===== src/rtl/bri_defs.svh =====
// bus read interface constants
`ifndef BRI_DEFS_SVH
`define BRI_DEFS_SVH

// ==========================================================
// register offsets (byte addresses)
`define BRI_OFF_CTRL 8'h00
`define BRI_OFF_STATUS 8'h04
`define BRI_OFF_BUF0 8'h10
`define BRI_OFF_BUF3 8'h1C

// ==========================================================
// control register fields and reset value
`define BRI_CTRL_EN 0
`define BRI_CTRL_SINGLE 1
`define BRI_CTRL_RESET 2'h1

// ==========================================================
// status register fields
`define BRI_ST_BUSY 0
`define BRI_ST_FAULT 1
`define BRI_ST_QUAD 2
`define BRI_ST_CNT_LO 4

// ==========================================================
// timing and counts
`define BRI_REF_HALF 3
`define BRI_QUAD_LAST 3'h3
`define BRI_SINGLE_LAST 3'h0

`endif


===== src/rtl/bri_pkg.sv =====
// bus read interface types
package bri_pkg;

  // ==========================================================
  // read sequencer states
  typedef enum logic [1:0] {
    ST_IDLE,
    ST_STALL,
    ST_ADDR,
    ST_DATA
  } bri_state_e;

  // one bus word
  typedef logic [31:0] bri_word_t;

endpackage : bri_pkg


===== src/rtl/bri_read_if.sv =====
// bus read interface: single and quad reads on a multiplexed bus
//
// Summary of operation
// permit memory drive only after releasing bus
// hold address past latch strobe, drivers off first
// turnaround order: strobe low, tri-state, permit
// quad select low for quad, high single
// word index 00 for quad, else address
// capture strobe samples bus into buffer
// transfer accept releases core early
// memory times early accept to feed core
// accept may coincide with first capture strobe
// implicit end after one or four captures
// bus fault ends read, raises exception
// debug one: miss type, then address bit 3
// debug two: reference kind, then bit 2
// miss enters stall, raises fetch request
// start on reference rising edge when free
// start: read strobe, address, latch strobe
// permit stays off during address phase
// turnaround done within first clock's second half
// first strobe sample at second clock start
// latch data on following falling edge
// only capture strobe causes sampling
// all timing refers to reference clock
// address 31:4 high, byte lanes low
// quad word index counts up from zero
// index steps per capture, quad select stable
//
// Our own choices: the APB slave port and the address map.
`timescale 1ns/1ps
`default_nettype none

`include "bri_defs.svh"

module bri_read_if
  import bri_pkg::*;
#(
  parameter int unsigned REF_HALF = `BRI_REF_HALF
) (
  // clock, reset, clock enable
  input wire logic clk,
  input wire logic reset,
  input wire logic ce,
  // execution core side
  input wire logic core_miss,
  input wire logic [31:0] core_addr,
  input wire logic core_quad,
  input wire logic [3:0] core_lanes,
  input wire logic core_instr,
  input wire logic core_uncached,
  input wire logic higher_prio_pending,
  output logic internal_fetch_request,
  output logic core_release,
  output logic read_done,
  output logic fault_exception,
  // memory bus pins
  output logic bus_reference_clock,
  output logic read_strobe,
  output logic addr_latch_strobe,
  output logic [31:0] ad_out,
  output logic ad_oe,
  input wire logic [31:0] ad_in,
  output logic quad_select_n,
  output logic [1:0] word_index,
  output logic memory_drive_permit_n,
  input wire logic read_capture_strobe,
  input wire logic transfer_accept,
  input wire logic bus_fault_in,
  output logic debug_miss,
  output logic debug_ref,
  // apb slave
  input wire logic psel,
  input wire logic penable,
  input wire logic pwrite,
  input wire logic [7:0] paddr,
  input wire logic [31:0] pwdata,
  output logic [31:0] prdata,
  output logic pready,
  output logic pslverr
);

  // ==========================================================
  // reference clock phase
  localparam logic [3:0] PH_LAST = 4'(2 * REF_HALF - 1);
  localparam logic [3:0] PH_FALL = 4'(REF_HALF);

  logic [3:0] ph; // position inside one reference period
  logic [3:0] next_ph; // phase one clock later
  wire at_rise = (ph == PH_LAST); // next edge raises the reference
  wire at_fall = (ph == PH_FALL - 4'h1); // next edge lowers it
  assign next_ph = at_rise ? 4'h0 : ph + 4'h1;

  // the reference clock is a divided copy of clk, so every bus event
  // lands on a known clk edge and no second domain exists
  always_ff @(posedge clk) begin
    if (reset) begin
      ph <= 4'h0;
      bus_reference_clock <= 1'b1;
    end else if (ce) begin
      ph <= next_ph;
      bus_reference_clock <= (next_ph < PH_FALL);
    end
  end

  // ==========================================================
  // pin synchronisers: two flops before any logic looks
  logic [34:0] sync_a; // first stage, read only by the second
  logic [34:0] sync_b; // second stage, safe to use
  wire [31:0] ad_s = sync_b[31:0];
  wire strobe_s = sync_b[32];
  wire accept_s = sync_b[33];
  wire fault_s = sync_b[34];

  always_ff @(posedge clk) begin
    if (reset) begin
      sync_a <= '0;
      sync_b <= '0;
    end else if (ce) begin
      sync_a <= {bus_fault_in, transfer_accept, read_capture_strobe, ad_in};
      sync_b <= sync_a;
    end
  end

  // ==========================================================
  // control and status registers
  logic [1:0] ctrl; // enable and force-single bits
  logic fault_seen; // sticky fault flag
  bri_state_e state; // sequencer state
  logic req_quad; // latched read kind
  logic [31:0] req_addr; // latched target address
  logic [2:0] word_cnt; // captures seen in this read
  logic cap_pend; // strobe seen, capture at falling edge
  logic accepted; // core already released
  logic core_uncached_q; // reference was uncacheable
  logic instr_q; // reference was an instruction fetch
  logic [31:0] miss_addr; // address that missed

  // quad only for cacheable misses; data refills may be forced single
  wire want_quad = core_quad & ~core_uncached &
                   (core_instr | ~ctrl[`BRI_CTRL_SINGLE]);
  wire [2:0] last_cnt = req_quad ? `BRI_QUAD_LAST : `BRI_SINGLE_LAST;

  // ==========================================================
  // sequencer decode
  wire start_ok = (state == ST_STALL) && at_rise &&
                  !higher_prio_pending;
  wire sample = (state == ST_DATA) && (ph == 4'h0);
  wire fault_end = sample && fault_s;
  wire accept_end = sample && accept_s && !req_quad && !strobe_s;
  wire buf_wr = (state == ST_DATA) && at_fall && cap_pend;
  wire cnt_end = buf_wr && (word_cnt == last_cnt);
  wire read_end = fault_end || accept_end || cnt_end;

  // ==========================================================
  // read buffer
  logic [31:0] buf_rdata; // word selected for apb
  bri_read_buffer #(
    .WIDTH(32),
    .DEPTH(4)
  ) u_buf (
    .clk(clk),
    .reset(reset),
    .ce(ce),
    .wr_en(buf_wr),
    .wr_idx(word_cnt[1:0]),
    .wr_data(ad_s),
    .rd_idx(paddr[3:2]),
    .rd_data(buf_rdata)
  );

  // ==========================================================
  // sequencer state
  always_ff @(posedge clk) begin
    if (reset) begin
      state <= ST_IDLE;
    end else if (ce) begin
      case (state)
        ST_IDLE: begin
          // miss in run cycle: next cycle is a stall
          if (core_miss && ctrl[`BRI_CTRL_EN]) begin
            state <= ST_STALL;
          end
        end
        ST_STALL: begin
          // further stall cycles while something outranks us
          if (start_ok) begin
            state <= ST_ADDR;
          end
        end
        ST_ADDR: begin
          // turnaround finishes one clk before the next rising edge
          if (ph == PH_LAST - 4'h1) begin
            state <= ST_DATA;
          end
        end
        ST_DATA: begin
          if (read_end) begin
            state <= ST_IDLE;
          end
        end
        default: begin
          state <= ST_IDLE;
        end
      endcase
    end
  end

  // ==========================================================
  // request latch and internal fetch request
  always_ff @(posedge clk) begin
    if (reset) begin
      req_quad <= 1'b0;
      req_addr <= 32'h0000_0000;
      internal_fetch_request <= 1'b0;
    end else if (ce) begin
      if (state == ST_IDLE && core_miss && ctrl[`BRI_CTRL_EN]) begin
        req_quad <= want_quad;
        req_addr <= {core_addr[31:4], core_lanes};
        internal_fetch_request <= 1'b1;
      end else if (start_ok) begin
        internal_fetch_request <= 1'b0;
      end
    end
  end

  // ==========================================================
  // address phase and bus turnaround
  // each step is one clk apart so latch strobe, driver release and
  // permit can never overlap, at the cost of a longer reference period
  always_ff @(posedge clk) begin
    if (reset) begin
      read_strobe <= 1'b0;
      addr_latch_strobe <= 1'b0;
      ad_out <= 32'h0000_0000;
      ad_oe <= 1'b0;
      memory_drive_permit_n <= 1'b1;
      quad_select_n <= 1'b1;
    end else if (ce) begin
      if (start_ok) begin
        read_strobe <= 1'b1;
        addr_latch_strobe <= 1'b1;
        ad_out <= req_addr;
        ad_oe <= 1'b1;
        memory_drive_permit_n <= 1'b1;
        quad_select_n <= ~req_quad;
      end else if (state == ST_ADDR && at_fall) begin
        addr_latch_strobe <= 1'b0; // address still held
      end else if (state == ST_ADDR && ph == PH_FALL) begin
        ad_oe <= 1'b0;
      end else if (state == ST_ADDR && ph == PH_LAST - 4'h1) begin
        memory_drive_permit_n <= ad_oe; // only once released
      end else if (state == ST_DATA && read_end) begin
        read_strobe <= 1'b0;
        memory_drive_permit_n <= 1'b1;
        quad_select_n <= 1'b1;
      end
    end
  end

  // ==========================================================
  // word index, debug pins and capture counting
  always_ff @(posedge clk) begin
    if (reset) begin
      word_index <= 2'h0;
      debug_miss <= 1'b0;
      debug_ref <= 1'b0;
      word_cnt <= 3'h0;
      cap_pend <= 1'b0;
    end else if (ce) begin
      if (start_ok) begin
        // quad starts at the block base, single shows its word
        word_index <= req_quad ? 2'h0 : miss_addr[3:2];
        debug_miss <= ~core_uncached_q;
        debug_ref <= instr_q;
        word_cnt <= 3'h0;
        cap_pend <= 1'b0;
      end else if (state == ST_ADDR && ph == PH_LAST - 4'h1) begin
        debug_miss <= miss_addr[3];
        debug_ref <= miss_addr[2];
      end else if (sample) begin
        // transfer accept never arms a capture
        cap_pend <= strobe_s && !fault_s;
      end else if (buf_wr) begin
        cap_pend <= 1'b0;
        word_cnt <= word_cnt + 3'h1;
        if (req_quad) begin
          word_index <= word_index + 2'h1;
        end
      end
    end
  end

  // ==========================================================
  // kind of miss, kept for the debug pins
  always_ff @(posedge clk) begin
    if (reset) begin
      core_uncached_q <= 1'b0;
      instr_q <= 1'b0;
      miss_addr <= 32'h0000_0000;
    end else if (ce && state == ST_IDLE && core_miss) begin
      core_uncached_q <= core_uncached;
      instr_q <= core_instr;
      miss_addr <= core_addr;
    end
  end

  // ==========================================================
  // core handshakes: release, completion, exception
  always_ff @(posedge clk) begin
    if (reset) begin
      accepted <= 1'b0;
      core_release <= 1'b0;
      read_done <= 1'b0;
      fault_exception <= 1'b0;
    end else if (ce) begin
      core_release <= 1'b0;
      read_done <= read_end;
      fault_exception <= fault_end;
      if (start_ok) begin
        accepted <= 1'b0;
      end else if (sample && accept_s && !accepted && !fault_s) begin
        // early accept lets the core run while words still arrive
        accepted <= 1'b1;
        core_release <= 1'b1;
      end else if (cnt_end && !accepted) begin
        core_release <= 1'b1; // implicit accept
      end
    end
  end

  // ==========================================================
  // apb slave: one wait state, then a single ready pulse
  wire apb_acc = psel && penable && !pready;
  wire apb_fire = psel && penable && pready;
  wire hit_ctrl = (paddr == `BRI_OFF_CTRL);
  wire hit_stat = (paddr == `BRI_OFF_STATUS);
  wire hit_buf = (paddr >= `BRI_OFF_BUF0) && (paddr <= `BRI_OFF_BUF3) &&
                 (paddr[1:0] == 2'h0);
  wire hit_any = hit_ctrl || hit_stat || hit_buf;
  wire [31:0] stat_word = {25'h0, word_cnt, 1'b0, req_quad,
                           fault_seen, (state != ST_IDLE)};
  wire [31:0] rd_mux = hit_ctrl ? {30'h0, ctrl} :
                       hit_stat ? stat_word :
                       hit_buf ? buf_rdata : 32'h0000_0000;

  always_ff @(posedge clk) begin
    if (reset) begin
      pready <= 1'b0;
      pslverr <= 1'b0;
      prdata <= 32'h0000_0000;
    end else if (ce) begin
      pready <= apb_acc;
      pslverr <= apb_acc && !hit_any;
      if (apb_acc) begin
        prdata <= pwrite ? 32'h0000_0000 : rd_mux;
      end
    end
  end

  // register writes land on the edge that samples pready
  // a fault in the clearing cycle wins, so no event is lost
  always_ff @(posedge clk) begin
    if (reset) begin
      ctrl <= `BRI_CTRL_RESET;
      fault_seen <= 1'b0;
    end else if (ce) begin
      if (apb_fire && pwrite && hit_ctrl) begin
        ctrl <= pwdata[1:0];
      end
      if (fault_end) begin
        fault_seen <= 1'b1;
      end else if (apb_fire && pwrite && hit_stat &&
                   pwdata[`BRI_ST_FAULT]) begin
        fault_seen <= 1'b0;
      end
    end
  end

  // ==========================================================
  // checks
  chk_permit_addr: assert property (@(posedge clk) disable iff (reset)
    addr_latch_strobe |-> memory_drive_permit_n)
    else $error("permit in address phase");

  chk_oe_permit: assert property (@(posedge clk) disable iff (reset)
    !memory_drive_permit_n |-> !ad_oe)
    else $error("permit while driving");

  chk_turn_order: assert property (@(posedge clk) disable iff (reset)
    $fell(ad_oe) |-> !addr_latch_strobe && !$past(addr_latch_strobe)
                     && memory_drive_permit_n)
    else $error("turnaround order");

  chk_quad_sel: assert property (@(posedge clk) disable iff (reset)
    $rose(addr_latch_strobe) |-> (quad_select_n == !req_quad)
                                 && (ad_out[31:4] == req_addr[31:4]))
    else $error("bad start pins");

  chk_word_base: assert property (@(posedge clk) disable iff (reset)
    $rose(addr_latch_strobe) && req_quad |-> word_index == 2'h0)
    else $error("quad not at word 0");

  chk_start_edge: assert property (@(posedge clk) disable iff (reset)
    $rose(read_strobe) |-> bus_reference_clock && ph == 4'h0
                           && addr_latch_strobe)
    else $error("start off rising edge");

  chk_cap_fall: assert property (@(posedge clk) disable iff (reset)
    ce && sample && strobe_s && !fault_s |-> ##2 buf_wr)
    else $error("capture edge");

  chk_only_strobe: assert property (@(posedge clk) disable iff (reset)
    buf_wr |-> cap_pend)
    else $error("write without strobe");

  chk_fault_end: assert property (@(posedge clk) disable iff (reset)
    ce && fault_end |=> !read_strobe && fault_exception && state == ST_IDLE)
    else $error("fault did not end");

  chk_quad_end: assert property (@(posedge clk) disable iff (reset)
    ce && buf_wr && req_quad && word_cnt == 3'h3 |=> !read_strobe
                                                    && word_index == 2'h0)
    else $error("quad not ended");

endmodule : bri_read_if

`default_nettype wire


===== src/rtl/bri_read_buffer.sv =====
// on-chip read buffer: flip-flop words written by index
`timescale 1ns/1ps
`default_nettype none

module bri_read_buffer #(
  parameter int WIDTH = 32,
  parameter int DEPTH = 4
) (
  // clock and reset
  input wire logic clk,
  input wire logic reset,
  input wire logic ce,
  // write side
  input wire logic wr_en,
  input wire logic [$clog2(DEPTH)-1:0] wr_idx,
  input wire logic [WIDTH-1:0] wr_data,
  // read side
  input wire logic [$clog2(DEPTH)-1:0] rd_idx,
  output logic [WIDTH-1:0] rd_data
);

  // ==========================================================
  // storage
  logic [WIDTH-1:0] mem [DEPTH]; // buffered words

  // one register per entry, written only when its index matches
  genvar gi;
  generate
    for (gi = 0; gi < DEPTH; gi++) begin : g_entry
      always_ff @(posedge clk) begin
        if (reset) begin
          mem[gi] <= '0;
        end else if (ce && wr_en && (wr_idx == gi)) begin
          mem[gi] <= wr_data;
        end
      end
    end
  endgenerate

  // read port is a plain mux of the flops
  assign rd_data = mem[rd_idx];

endmodule : bri_read_buffer

`default_nettype wire


===== config.mk =====
export PLATFORM = sky130hd
export DESIGN_NAME = bri_read_if
export DESIGN_NICKNAME = d
export VERILOG_FILES = /design/src/rtl/bri_pkg.sv /design/src/rtl/bri_read_if.sv /design/src/rtl/bri_read_buffer.sv
export VERILOG_INCLUDE_DIRS = /design/src /design/src/rtl
export SDC_FILE = /design/constraint.sdc
export NUM_CORES = 1
export LEC_CHECK = 0
export BUFFER_PORTS_ARGS = -buffer_cell sky130_fd_sc_hd__buf_2
export CAP_MARGIN = 20
export CORE_UTILIZATION = 59
export CTS_BUF_LIST = sky130_fd_sc_hd__clkbuf_8
export DETAILED_ROUTE_END_ITERATION = 10
export MAX_ROUTING_LAYER = met4
export PLACE_DENSITY = 0.9
export SLEW_MARGIN = 20
export SYNTH_ARGS = -nofsm -noshare
export SYNTH_HDL_FRONTEND = slang
export SYNTH_SLANG_ARGS = --single-unit

===== constraint.sdc =====
create_clock -name clk -period 2.9 [get_ports clk]
set_input_delay 0.29 -clock clk [delete_from_list [all_inputs] [get_ports clk]]
set_output_delay 0.29 -clock clk [all_outputs]
set_load 0.01 [all_outputs]

==> results by group <==
Synth
  – Synth cell types: 53
  – Seq/Total Area, Yosys: between 50% and 60%
  – Ys async rst share: 0%
  – Most numerous cell in the Yosys netlist: dfxtp_1
  – Post-synth top area share: just over 30%
  – EDFF count, synth: 128
  – Syn Inst Count: 1192
  – Area leader, netlist: dfxtp_1
  – #FFs+latches synth: ~330
  – Synth warnings: 0
  – Area contributors post-synth: dfxtp_1, edfxtp_1, mux2i_1
  – Mapped cell area: 13200 µm²
  – Syn Nets: 1326
  – Most common flop cell mapped by yosys: dfxtp_1
  – Commonest cells in the netlist: dfxtp_1, nand2_1, and3_1, edfxtp_1, nor2_1
  – Avg Synthesized Cell Area: 11.1 µm²

Setup path
  – CP arrival: 2.66 ns
  – Critical path class: register to register
  – Worst-path cell with the longest stage delay: nand2_1
  – Slowest stage delay, CP: around 0.42 ns
  – WP buf/inv: 2
  – Crit path top cell by count: nand2_1
  – Critical Path RT: 3.17 ns
  – Worst setup SP type: register
  – CP cell instances: inv_1 > ha_1 > nand2_1 > nor4_2 > nand2_1 > nand2_1 > buf_4
  – CP Max Fanout: 10
  – Worst setup EP type: register
  – Largest delay share family, worst path: simple AND/OR/NAND/NOR gates

Global route
  – Global route overflow: 0
  – GR Util met2: 48.6%
  – Initial antenna violation count: 1
  – Total GRT Usage: between 30% and 40%
  – Met3 Use GR: under 10%
  – First-pass GRT wire length: 51.7 mm
  – Vias in the first global route: about 10000
  – Largest net degree at the start of global routing: 199
  – Top Usage Layer GRT: met2
  – Met1 usage: approximately a third

Min path
  – Hold WC Path Type: input pin to register

Power
  – Power share of the combinational group: 6.8%
  – Reg power frac: 53.5%
  – Net Sw Frac: 23.7%
  – Internal: 7.16 mW
  – Total chip power: 9.39 mW
  – Net Sw Power: between 2 and 2.5 mW
  – Pwr Density: 588 nW/µm²
  – VDD IR max: 0.355 mV
  – Clock power share: about two fifths
  – Static Leak: between 6 and 7 nW

CTS
  – Worst-case clock buffer depth: 3
  – CTS tree: built
  – Worst-path clk slew: 0.06 ns
  – CTS sink cnt: 329
  – Root buf cell: clkbuf_8
  – Hold buffer count at CTS: 71
  – Post-CTS Setup Repair Bufs: 0
  – Clock latency at the later pin of the worst-skew pair: roughly 0.6 ns
  – H-tree levels: 2
  – Total CTS buffers: 51
  – PostCTS Resize Cnt: 0

Timing
  – Total negative slack: 0 ns
  – Fin. Hold Viols: 0
  – Worst slew pin tran: 0.857 ns
  – Fin crit period: 2.39 ns
  – Max Freq: 0.419 GHz
  – Final worst path period share: between 80% and 90%
  – Max Clock Skew: 0.0262 ns
  – Max-slew violation count: 0
  – RSZ-0062 raised after global routing: no
  – Max-Slew Margin vs Limit: 42.9%
  – Final setup viols: 0
  – Final worst slack: 0.514 ns

Routing
  – Drc violations: 0
  – Via count: 10415
  – Via density: approximately 6.0
  – Final WL: between 30 and 40 mm
  – Routed wire length per instance: 19.4 µm
  – 1st-iter DRT viols: about 1100
  – Pre-Repair DR Iteration Count: 7
  – Detail Route Antenna Nets: 0

Cells and area
  – Nets: 1552
  – Area growth syn-to-layout: 21.2%
  – Fraction of layout cells with a size suffix above 1: 20.8%
  – Non-Filler Instances: 1743

Placement
  – Number of port buffers: 169
  – GPL Wtd Cong: slightly below 0.9
  – DP Worst Slack: 0.554 ns
  – Dpl hpwl: 18.5 mm
  – Placed insts: 1573

Floorplan
  – Initial Util: about three fifths
  – Top-Level Pins: 202
  – Die area: between 20000 and 25000 µm²
  – Die height: ~150 µm
  – Rows: 54
  – Core area: 21900 µm²
  – Die width: ~150 µm

Outcome
  – Status: finished, final reports clean

Run
  – Max-cap violation count: 0
[cell families (layout without fill, tap and decap cells)]
kind of cell    after synthesis  count (layout)  share of synthesized area (%)
fa+ha+maj                    12              12                           1.14
simple gates                479             479                           17.5
buf+inv                     107             376                           3.20
mux                         112             112                           11.4
flops                       329             329                           59.7
xor+xnor                      1               1                         0.0664
compound gates              152             152                           7.10
other cells                   0               2                              0
[final cells by class]
class	count	area, µm²
flip-flops and latches	329	7870
clock inverters	38	199
inverters	13	48.8
multi-input cells	756	4900
diodes	2	5.00
repair buffers	267	1810
well taps	280	350
clock buffers	58	798
fillers	1326	5920
[sequential cells by signal, summed over array words and instances (netlist names), 2 cells and up]
register,cells
ph,4
u_buf.mem,128
ctrl,2
sync_b,35
miss_addr,2
req_addr,32
prdata,32
sync_a,35
state,2
word_index,2
ad_out,32
word_cnt,3
[layout by cell type (no fill, tap or decap), types with 4 or more instances in the layout]
cell and count:
dfxtp_1 201, buf_2 167, nand2_1 163, and3_1 128, edfxtp_1 128, nor2_1 120, a21oi_1 83, mux2i_1 81
dlygate4sd3_1 72, clkbuf_8 58, inv_1 37, a22oi_1 32, mux4_2 30, buf_4 24, nand3_1 16, o21ai_0 13
ha_1 12, nor3_1 10, nor2b_1 7, clkinv_2 7, nor3b_1 6, a211oi_1 6, nor4_1 5, nand3b_1 4
[per-stage QoR]
stage | hold WS, ns | util, % | cell area (µm²)
2_1_floorplan | 0.426 | - | 13200
3_3_place_gp | 0.436 | 65.1 | 14300
3_5_place_dp | 0.444 | 65.1 | 14300
4_1_cts | 0.0110 | 72.9 | 16000
5_1_grt | 0.0505 | 73.0 | 16000
6_report | 0.0659 | 73.0 | 16000
[worst paths after layout]
check | endpoint | slack [ns] | from | cells after the start
worst max-delay path | u_buf.mem[2][29]$_SDFFCE_PN0P_ | 0.51 | ph[0]$_SDFFE_PP0P_ | 7
worst min-delay path | sync_a[4]$_SDFFE_PP0P_ | 0.07 | ad_in[4] | 3
worst max register to register | u_buf.mem[2][29]$_SDFFCE_PN0P_ | 0.51 | ph[0]$_SDFFE_PP0P_ | 7
worst min register to register | ad_out[26]$_SDFFE_PP0P_ | 0.45 | ad_out[26]$_SDFFE_PP0P_ | 2
[power by group through the flow]
stage | Clock, mW | Sequential [mW] | Combinational (mW)
after floorplan | 0 | 5.09 | 0.371
after CTS | 3.74 | 5.01 | 0.621
after detailed placement | 0 | 5.11 | 0.540
final | 3.72 | 5.02 | 0.640
after global routing | 3.97 | 5.03 | 0.690
after global placement | 0 | 5.10 | 0.521
[tightest hold or removal path: cells and delay by family]
family                 cells  cell delay [ns]
and+or+nand+nor            1             0.09
muxes                      1             0.10
buffers and inverters      1             0.12
[routing by layer]
| metal | wire (µm) | vias up | part of all wire, % |
|---|---|---|---|
| met1 | 12600 | 4941 | 37 |
| met3 | 2560 | 170 | 7.6 |
| met2 | 16800 | 586 | 50 |
| li1 | - | 4718 | - |
| met5 | 0 | - | 0 |
| met4 | 1900 | 0 | 5.6 |
No activity file was read; power rests on OpenSTA's default activity.
